===== config.mk =====
export PLATFORM = sky130hd
export DESIGN_NAME = ata_write_command_engine
export DESIGN_NICKNAME = d
export VERILOG_FILES = /design/src/hdl/ata_wr_pkg.sv /design/src/hdl/ata_write_command_engine.sv
export VERILOG_INCLUDE_DIRS = /design/src /design/src/hdl
export SDC_FILE = /design/constraint.sdc
export NUM_CORES = 1
export LEC_CHECK = 0
export BUFFER_PORTS_ARGS = -buffer_cell sky130_fd_sc_hd__buf_2
export CAP_MARGIN = 30
export CORE_AREA = 5 5 207 159
export CTS_CLUSTER_SIZE = 8
export DETAILED_ROUTE_END_ITERATION = 8
export DIE_AREA = 0 0 212 164
export PLACE_DENSITY = 0.77
export SLEW_MARGIN = 20
export SYNTH_ARGS = -nofsm -noshare
export SYNTH_HDL_FRONTEND = slang
export SYNTH_SLANG_ARGS = --single-unit
export TNS_END_PERCENT = 50

===== constraint.sdc =====
create_clock -name clock -period 3.4 [get_ports clock]
set_input_delay 0.51 -clock clock [delete_from_list [all_inputs] [get_ports clock]]
set_output_delay 0.51 -clock clock [all_outputs]
set_load 0.05 [all_outputs]

===== src/hdl/ata_wr_defs.svh =====
// Constants of the task-file write command engine
// Assumes a 4-bit register address and 16-bit data port
`ifndef ATA_WR_DEFS_SVH
`define ATA_WR_DEFS_SVH
`define A_DATA 4'h0
`define A_ERR_FEAT 4'h1
`define A_SCOUNT 4'h2
`define A_LBA_LO 4'h3
`define A_LBA_MID 4'h4
`define A_LBA_HI 4'h5
`define A_DEV 4'h6
`define A_STAT_CMD 4'h7
`define A_DEVCTL 4'h8
`define A_CONFIG 4'h9
`define A_IDENT_BLK 4'hA
`define A_QUEUE 4'hB
`define CMD_DMA_EXT 8'h35
`define CMD_FPDMA_WR 8'h61
`define CMD_WR_MULT 8'hC5
`define ST_BSY 7
`define ST_DRDY 6
`define ST_DRQ 3
`define ST_ERR 0
`define ER_UNC 6
`define ER_ABRT 2
`define DC_HOB 7
`define DEV_FUA 7
`define CFG_BYTE_MODE 0
`define CFG_MULT_SET 1
`define CFG_MULT_EN 2
`define CNT_WRAP 17'h10000
`define CNT_WRAP_MULT 17'h00100
`define CNT_ONE 17'h00001
`define MULT_BLOCK_MAX 8'h01
`define BSY_LIMIT_NS 400
`endif


===== src/hdl/ata_wr_pkg.sv =====
// Types of the task-file write command engine
// Assumes nothing beyond the defs header
package ata_wr_pkg;
  typedef enum logic [4:0] {
    S_IDLE = 5'b00001,
    S_PREP = 5'b00010,
    S_XFER = 5'b00100,
    S_MEDIA = 5'b01000,
    S_SPARE = 5'b10000
  } eng_state_e;
  typedef struct packed {
    logic [47:0] lba;
    logic fua;
    logic [4:0] tag;
  } media_cmd_s;
endpackage


===== src/hdl/ata_write_command_engine.sv =====
// Write command engine behind an ATA-style task file
// Assumes a same-clock media back end and DMA pins from the host
//
// Function
// - 35h moves 1..65536 sectors, zero means 65536
// - On 35h raise busy, then data request
// - Hold DMA request while a sector fits
// - DMA write interrupts only at end or error
// - Success leaves last written address in registers
// - Error stops at failing sector, reports its address
// - Byte mode enabled aborts DMA writes
// - Previous/current bytes, high-order bit selects previous
// - 61h queued write moves host data inward
// - Forced access commits to media before completion
// - Without forced access early completion allowed
// - Queued count from features, tag from count
// - C5h sets busy within 400ns
// - Multiple write gates data per block only
// - Multiple write interrupts at each block start
// - Count is sectors, full blocks then remainder
// - Multiple write aborts unless configured and enabled
// - Multiple write error ends at failing sector
// - Error reports failing address and sectors left
// - Only block size one, reported in identify
// - Accept sets busy, then request, then wait
`include "ata_wr_defs.svh"

module ata_write_command_engine #(
  parameter int SECTOR_WORDS = 256,
  parameter logic [7:0] MULT_BLOCK = 8'h01
) (
  input wire logic clock,
  input wire logic rst_b,
  input wire logic [3:0] addr,
  input wire logic [15:0] wdata,
  input wire logic wr,
  input wire logic rd,
  output logic [15:0] rdata,
  output logic intrq,
  output logic dmarq,
  input wire logic dmack_b,
  input wire logic iowr_b,
  output logic media_req,
  output ata_wr_pkg::media_cmd_s media_cmd,
  input wire logic media_ack,
  input wire logic media_err
);
  import ata_wr_pkg::*;

  localparam int WCW = $clog2(SECTOR_WORDS);

  generate
    if (SECTOR_WORDS < 2 || SECTOR_WORDS > 256) begin : g_bad_words
      $error("SECTOR_WORDS out of range");
    end
    if (MULT_BLOCK != `MULT_BLOCK_MAX) begin : g_bad_block
      $error("Only a block size of one is served");
    end
  endgenerate

  ////////////////////////////////////////////////////////////////////////
  // Declarations
  eng_state_e state_r;
  logic [7:0] feat_cur_r, feat_prev_r, sc_cur_r, sc_prev_r;
  logic [7:0] lo_cur_r, lo_prev_r, mid_cur_r, mid_prev_r;
  logic [7:0] hi_cur_r, hi_prev_r, dev_r;
  logic hob_r;
  logic [2:0] cfg_r;
  logic bsy_r, drq_r, err_r, abrt_r, unc_r;
  logic pio_r, fua_r;
  logic [4:0] tag_r;
  logic [47:0] lba_r;
  logic [16:0] rem_r;
  logic [WCW-1:0] wcnt_r;
  logic rep_r, rep_pio_r;
  logic [47:0] rep_lba_r;
  logic [15:0] rep_cnt_r;
  logic dmack_s1_r, dmack_s2_r, iowr_s1_r, iowr_s2_r, iowr_s3_r;
  logic [15:0] rdata_r;
  logic intrq_r, dmarq_r, media_req_r;
  media_cmd_s media_cmd_r;
  logic idle, tf_wr, cmd_wr, stat_rd, word_stb;
  logic [15:0] sc16, feat16;
  logic [16:0] ext_cnt, ncq_cnt, mult_cnt;

  ////////////////////////////////////////////////////////////////////////
  // Decode
  assign idle = (state_r == S_IDLE);
  assign tf_wr = wr && idle;
  assign cmd_wr = tf_wr && (addr == `A_STAT_CMD);
  assign stat_rd = rd && (addr == `A_STAT_CMD);
  assign sc16 = {sc_prev_r, sc_cur_r};
  assign feat16 = {feat_prev_r, feat_cur_r};
  assign ext_cnt = (sc16 == 16'h0000) ? `CNT_WRAP : {1'b0, sc16};
  assign ncq_cnt = (feat16 == 16'h0000) ? `CNT_WRAP : {1'b0, feat16};
  assign mult_cnt = (sc_cur_r == 8'h00) ? `CNT_WRAP_MULT
    : {9'h000, sc_cur_r};
  // Word strobe on a data-register write in PIO, else on the write pulse's trailing edge while acked
  assign word_stb = pio_r ? (wr && addr == `A_DATA && drq_r)
    : (iowr_s2_r && !iowr_s3_r && !dmack_s2_r && dmarq_r);

  ////////////////////////////////////////////////////////////////////////
  // Pin synchronisers
  always_ff @(posedge clock) begin
    if (!rst_b) begin
      dmack_s1_r <= 1'b1;
      dmack_s2_r <= 1'b1;
      iowr_s1_r <= 1'b1;
      iowr_s2_r <= 1'b1;
      iowr_s3_r <= 1'b1;
    end else begin
      dmack_s1_r <= dmack_b;
      dmack_s2_r <= dmack_s1_r;
      iowr_s1_r <= iowr_b;
      iowr_s2_r <= iowr_s1_r;
      iowr_s3_r <= iowr_s2_r;
    end
  end

  ////////////////////////////////////////////////////////////////////////
  // Task file with previous and current bytes
  always_ff @(posedge clock) begin
    if (!rst_b) begin
      feat_cur_r <= 8'h00;
      feat_prev_r <= 8'h00;
      sc_cur_r <= 8'h00;
      sc_prev_r <= 8'h00;
      lo_cur_r <= 8'h00;
      lo_prev_r <= 8'h00;
      mid_cur_r <= 8'h00;
      mid_prev_r <= 8'h00;
      hi_cur_r <= 8'h00;
      hi_prev_r <= 8'h00;
      dev_r <= 8'h00;
      hob_r <= 1'b0;
      cfg_r <= 3'h0;
    end else if (rep_r) begin
      lo_cur_r <= rep_lba_r[7:0];
      mid_cur_r <= rep_lba_r[15:8];
      hi_cur_r <= rep_lba_r[23:16];
      lo_prev_r <= rep_lba_r[31:24];
      mid_prev_r <= rep_lba_r[39:32];
      hi_prev_r <= rep_lba_r[47:40];
      sc_cur_r <= rep_cnt_r[7:0];
      sc_prev_r <= rep_cnt_r[15:8];
      if (rep_pio_r) begin
        dev_r[3:0] <= rep_lba_r[27:24];
      end
    end else if (wr) begin
      if (addr == `A_DEVCTL) begin
        hob_r <= wdata[`DC_HOB];
      end else if (tf_wr) begin
        hob_r <= 1'b0;
        case (addr)
          `A_ERR_FEAT: begin
            feat_prev_r <= feat_cur_r;
            feat_cur_r <= wdata[7:0];
          end
          `A_SCOUNT: begin
            sc_prev_r <= sc_cur_r;
            sc_cur_r <= wdata[7:0];
          end
          `A_LBA_LO: begin
            lo_prev_r <= lo_cur_r;
            lo_cur_r <= wdata[7:0];
          end
          `A_LBA_MID: begin
            mid_prev_r <= mid_cur_r;
            mid_cur_r <= wdata[7:0];
          end
          `A_LBA_HI: begin
            hi_prev_r <= hi_cur_r;
            hi_cur_r <= wdata[7:0];
          end
          `A_DEV: dev_r <= wdata[7:0];
          `A_CONFIG: cfg_r <= wdata[2:0];
          default: ;
        endcase
      end
    end
  end

  ////////////////////////////////////////////////////////////////////////
  // Command engine
  always_ff @(posedge clock) begin
    if (!rst_b) begin
      state_r <= S_IDLE;
      bsy_r <= 1'b0;
      drq_r <= 1'b0;
      err_r <= 1'b0;
      abrt_r <= 1'b0;
      unc_r <= 1'b0;
      pio_r <= 1'b0;
      fua_r <= 1'b0;
      tag_r <= 5'h00;
      lba_r <= 48'h0;
      rem_r <= 17'h0;
      wcnt_r <= '0;
      rep_r <= 1'b0;
      rep_pio_r <= 1'b0;
      rep_lba_r <= 48'h0;
      rep_cnt_r <= 16'h0000;
      intrq_r <= 1'b0;
      dmarq_r <= 1'b0;
      media_req_r <= 1'b0;
      media_cmd_r <= '0;
    end else begin
      rep_r <= 1'b0;
      media_req_r <= 1'b0;
      if (stat_rd) begin
        intrq_r <= 1'b0;
      end
      case (state_r)
        S_IDLE: begin
          if (cmd_wr) begin
            err_r <= 1'b0;
            abrt_r <= 1'b0;
            unc_r <= 1'b0;
            fua_r <= 1'b0;
            tag_r <= 5'h00;
            case (wdata[7:0])
              `CMD_DMA_EXT, `CMD_FPDMA_WR: begin
                if (cfg_r[`CFG_BYTE_MODE]) begin
                  err_r <= 1'b1;
                  abrt_r <= 1'b1;
                  intrq_r <= 1'b1;
                end else begin
                  state_r <= S_PREP;
                  bsy_r <= 1'b1;
                  pio_r <= 1'b0;
                  lba_r <= {hi_prev_r, mid_prev_r, lo_prev_r,
                    hi_cur_r, mid_cur_r, lo_cur_r};
                  if (wdata[7:0] == `CMD_FPDMA_WR) begin
                    rem_r <= ncq_cnt;
                    tag_r <= sc_cur_r[7:3];
                    fua_r <= dev_r[`DEV_FUA];
                  end else begin
                    rem_r <= ext_cnt;
                  end
                end
              end
              `CMD_WR_MULT: begin
                if (!cfg_r[`CFG_MULT_SET] || !cfg_r[`CFG_MULT_EN]) begin
                  err_r <= 1'b1;
                  abrt_r <= 1'b1;
                  intrq_r <= 1'b1;
                end else begin
                  state_r <= S_PREP;
                  bsy_r <= 1'b1;
                  pio_r <= 1'b1;
                  rem_r <= mult_cnt;
                  lba_r <= {20'h00000, dev_r[3:0], hi_cur_r,
                    mid_cur_r, lo_cur_r};
                end
              end
              default: begin
                err_r <= 1'b1;
                abrt_r <= 1'b1;
                intrq_r <= 1'b1;
              end
            endcase
          end
        end
        S_PREP: begin
          bsy_r <= 1'b0;
          drq_r <= 1'b1;
          dmarq_r <= !pio_r;
          wcnt_r <= '0;
          if (pio_r) begin
            intrq_r <= 1'b1;
          end
          state_r <= S_XFER;
        end
        S_XFER: begin
          if (word_stb) begin
            wcnt_r <= wcnt_r + WCW'(1);
            if (wcnt_r == WCW'(SECTOR_WORDS - 1)) begin
              drq_r <= 1'b0;
              dmarq_r <= 1'b0;
              bsy_r <= 1'b1;
              media_req_r <= 1'b1;
              media_cmd_r <= '{lba: lba_r, fua: fua_r, tag: tag_r};
              state_r <= S_MEDIA;
            end
          end
        end
        S_MEDIA: begin
          if (media_ack) begin
            if (media_err) begin
              bsy_r <= 1'b0;
              err_r <= 1'b1;
              unc_r <= 1'b1;
              intrq_r <= 1'b1;
              rep_r <= 1'b1;
              rep_pio_r <= pio_r;
              rep_lba_r <= lba_r;
              rep_cnt_r <= rem_r[15:0];
              state_r <= S_IDLE;
            end else if (rem_r == `CNT_ONE) begin
              bsy_r <= 1'b0;
              intrq_r <= 1'b1;
              rep_r <= 1'b1;
              rep_pio_r <= pio_r;
              rep_lba_r <= lba_r;
              rep_cnt_r <= 16'h0000;
              state_r <= S_IDLE;
            end else begin
              rem_r <= rem_r - `CNT_ONE;
              lba_r <= lba_r + 48'h000000000001;
              state_r <= S_PREP;
            end
          end
        end
        default: begin
          state_r <= S_IDLE;
          bsy_r <= 1'b0;
          drq_r <= 1'b0;
          dmarq_r <= 1'b0;
        end
      endcase
    end
  end

  ////////////////////////////////////////////////////////////////////////
  // Register read port
  always_ff @(posedge clock) begin
    if (!rst_b) begin
      rdata_r <= 16'h0000;
    end else if (rd) begin
      case (addr)
        `A_ERR_FEAT: rdata_r <= {8'h00, 1'b0, unc_r, 3'h0, abrt_r, 2'h0};
        `A_SCOUNT: rdata_r <= {8'h00, hob_r ? sc_prev_r : sc_cur_r};
        `A_LBA_LO: rdata_r <= {8'h00, hob_r ? lo_prev_r : lo_cur_r};
        `A_LBA_MID: rdata_r <= {8'h00, hob_r ? mid_prev_r : mid_cur_r};
        `A_LBA_HI: rdata_r <= {8'h00, hob_r ? hi_prev_r : hi_cur_r};
        `A_DEV: rdata_r <= {8'h00, dev_r};
        `A_STAT_CMD, `A_DEVCTL: rdata_r <= {8'h00, bsy_r, 1'b1, 2'h0,
          drq_r, 2'h0, err_r};
        `A_CONFIG: rdata_r <= {13'h0000, cfg_r};
        `A_IDENT_BLK: rdata_r <= {8'h00, MULT_BLOCK};
        `A_QUEUE: rdata_r <= {10'h000, fua_r, tag_r};
        default: rdata_r <= 16'h0000;
      endcase
    end else begin
      rdata_r <= 16'h0000;
    end
  end

  assign rdata = rdata_r;
  assign intrq = intrq_r;
  assign dmarq = dmarq_r;
  assign media_req = media_req_r;
  assign media_cmd = media_cmd_r;
endmodule


==> out/qor.txt <==
Sinks on Clock Net: 317
Number of instances resized during post-cts repair: 0
Clock tree from TritonCTS: done
Arrival time reported for the critical path endpoint: 3350 ps
Worst min-delay path category: in2reg
Number of buffers and inverters on the critical path: 0
Type of the worst setup path: reg2reg
Number of I/O port buffers: 84
Total setup buffers inserted after CTS: 0
H-tree depth: 2
Count of synthesis-stage warnings from yosys: 0
Number of cells produced by synthesis: 1919
Crit share post-route: 86.3%
Maximum number of pins on one net before global-route repair: 87
Effective utilization at floorplan: 49.2%
Area of the die: 0.0348 mm^2
Number of buffers created by CTS: 45
Transition at the pin with the smallest max-transition slack: 951 ps
Cell type group with the largest total delay on the critical path: simple AND/OR/NAND/NOR gates
EDFF count, synth: 0
Post-route DRC violation count: 0
Slowest cell on the critical path: nor4_1
Largest driver fanout on the critical path: 10
Ratio of cells with drive above 1 in the final layout: 12.8%
Portion of synthesized cell area occupied by the leading cell type: 41.9%
Placed Area: 0.0158 mm^2
Core area: 0.0308 mm^2
Clock power share: 49.3%
Synth Register Bits: 317
Endpoint type of the worst setup path: register
Die Y: 164 um
Setup skew after layout: 23.4 ps
Clock root cell: clkbuf_16
Mean Syn Cell Area: 7.89 um^2
Period minus WS final: 2930 ps
Final Routed Wirelength: 49.1 mm
Via count of the first global-routing pass: 13700
Avg WL per Cell: 20.9 um
Upper clock frequency limit: 341 MHz
Cell Int Power: 6.13 mW
Leakage power: 6.07 nW
Total negative setup slack: 0 ps
Die X-Extent: 212 um
Leftover overflow at the end of global routing: 0
Insertion delay to the later sink of the worst-skew pair: 550 ps
Maximum vdd drop: 285 uV
Hold WS: 172 ps
DR vias: 14900
Wire length of the first global-routing pass: 76.6 mm
Number of distinct library cell variants in the gate-level netlist after synthesis: 83
Worst-path clk slew: 50 ps
Initial antenna violation count: 1
Final setup violation count: 0
Max-cap violations: 0
Switching power summed over all nets: 1.80 mW
Post-route ant nets: 0
Share of synthesized registers carrying an async set or reset: 0%
Startpoint Class: register
First drt pass iteration count: 6
Vias per cell: 6.34
Fin worst setup slack: 465 ps
Worst slew margin relative to its limit: 36.6%
Top flip-flop cell by instance count after synthesis: dfxtp_1
Number of hold-slack violations in the final timing report: 0
Number of placed I/O pins: 101
Flop pwr share: 47.3%
Gate power share: 3.4%
RePlAce Congestion: 0.964
Number of DRC markers after the initial detailed-route iteration: 2093
Unrepaired setup endpoints after global routing: no
Status: finished clean
Crit path required time: 3820 ps
Number of buffers inserted for hold repair after clock tree synthesis: 0
Cell types occupying the most area after synthesis: dfxtp_1 42%, nand2_1 10%, a21oi_1 8.0%
Synth area leader: dfxtp_1
Max-slew violation count: 0
Antenna cell count: 0
Power Density: 467 mW/mm^2
Maximum single-stage delay on the critical path: 740 ps
Total number of placement rows: 56
Proportion of synthesized chip area in sequential cells: 41.9%
Layout Utilization: 55.3%
Critical path, cell by cell: nand4_1, nor4_1, nand3_1, o31a_1, o21ai_0, a31oi_1
Net switching fraction of the power: 22.7%
Layout Nets: 1969
Clock buffer depth: 3
Area added between synthesis and finish: 12.3%
Worst-case setup slack after placement: 521 ps
Final Cell Area: 0.0170 mm^2
Post-detail-place hpwl: 32.5 mm
Overall global routing resource usage: 27.3%
Area of the mapped netlist: 0.0151 mm^2
Final-layout fill cell count: 2815
power by group through the flow:
stage | logic [mW] | clock network [mW] | registers [mW]
detailed placement | 0.263 | 0 | 3.82
CTS | 0.265 | 3.94 | 3.75
finish | 0.273 | 3.91 | 3.75
global route | 0.288 | 4.12 | 3.75
floorplan | 0.179 | 0 | 3.82
global placement | 0.261 | 0 | 3.82
layer usage:
metal / up-vias / track usage, % / share of wire [%]
met3: 102 / 8.29 / 13
met2: 950 / 39.2 / 42
met1: 7017 / 40.1 / 43
met5: - / 0.575 / 0
li1: 6802 / - / -
met4: 0 / 6.56 / 1.9
area by class of cell:
type                       count  area [um^2]  area share (%)
sequential                   317         6350            37.3
multi-input combinational   1431         8050            47.4
clock buffer                  46         1130            6.65
clock inverter                 4         46.3           0.272
inverter                      11         46.3           0.272
timing repair buffer         131          871            5.12
tap                          406          508            2.99
placed cells by master, fill, tap and decap left out, types with 8 or more instances in the layout:
cell type	count
nand2_1	413
dfxtp_1	316
a21oi_1	243
nor2_1	118
o21ai_0	89
buf_2	84
mux2i_1	74
nand3_1	60
and2_1	45
clkbuf_16	45
buf_4	38
nor3_1	33
mux2_2	32
nand4_1	23
nor4_1	17
nand2b_1	17
a222oi_1	17
a22oi_1	16
a31oi_1	15
o32ai_1	15
o31ai_1	14
or4_1	12
inv_1	10
o21a_1	10
or3_1	9
o22ai_1	9
and3_1	8
o31a_1	8
conb_1	8
buf_12	8
cell families after synthesis:
kind of cell               share of synthesized area (%)
and+or+nand+nor                                     24.5
AOI/OAI and AO/OA                                   20.4
DFF                                                 41.9
buffers and inverters                               5.25
muxes                                               7.27
xor gates and xnor gates                           0.347
adders and majority gates                          0.330
other                                             0.0248
synthesized netlist by cell type, types with 4 or more instances:
| cell type | number |
|---|---|
| o22ai_1 | 9 |
| mux2i_1 | 74 |
| inv_1 | 11 |
| o211ai_1 | 5 |
| o21a_1 | 10 |
| nand2_1 | 414 |
| or4_1 | 12 |
| o21ai_0 | 89 |
| ha_1 | 4 |
| a222oi_1 | 17 |
| or3_1 | 9 |
| o32ai_1 | 15 |
| a22oi_1 | 16 |
| or2_2 | 6 |
| o31a_1 | 8 |
| nor3_1 | 33 |
| buf_2 | 33 |
| and3_1 | 9 |
| mux2_2 | 32 |
| nand2b_1 | 17 |
| nor4_1 | 17 |
| a31o_2 | 4 |
| nand3_1 | 61 |
| nor4b_1 | 5 |
| and4_1 | 5 |
| nand3b_1 | 5 |
| and2_1 | 46 |
| a311oi_1 | 7 |
| a31oi_1 | 15 |
| nor2_1 | 118 |
| xor2_1 | 5 |
| clkbuf_1 | 107 |
| a21o_1 | 6 |
| nand4_1 | 23 |
| buf_4 | 16 |
| dfxtp_1 | 317 |
| buf_1 | 6 |
| o31ai_1 | 14 |
| a221oi_1 | 7 |
| a21oi_1 | 243 |
path summary, 6_finish.rpt:
kind,startpoint,endpoint,slack (ps),cells after the start
worst max-delay path,lba_r[18]$_SDFFE_PN0P_,lba_r[34]$_SDFFE_PN0P_,470,6
worst min-delay path,dmack_b,dmack_s1_r$_SDFF_PN1_,170,2
worst max register to register,lba_r[18]$_SDFFE_PN0P_,lba_r[34]$_SDFFE_PN0P_,470,6
worst min register to register,iowr_s1_r$_SDFF_PN1_,iowr_s2_r$_SDFF_PN1_,410,1
sequential cells by signal, indices dropped and copies added (netlist names), 16 cells and up:
register   count
rep_cnt_r     16
rep_lba_r     48
rem_r         17
media_cmd     54
lba_r         48
metrics by stage:
stage | total power, mW | instances
detailed placement | 4.09 | 2295
global route | 8.15 | 2346
finish | 7.93 | 2346
floorplan | 4.00 | 1926
CTS | 7.96 | 2345
global placement | 4.08 | 2295
No activity file was read; power rests on OpenSTA's default activity.
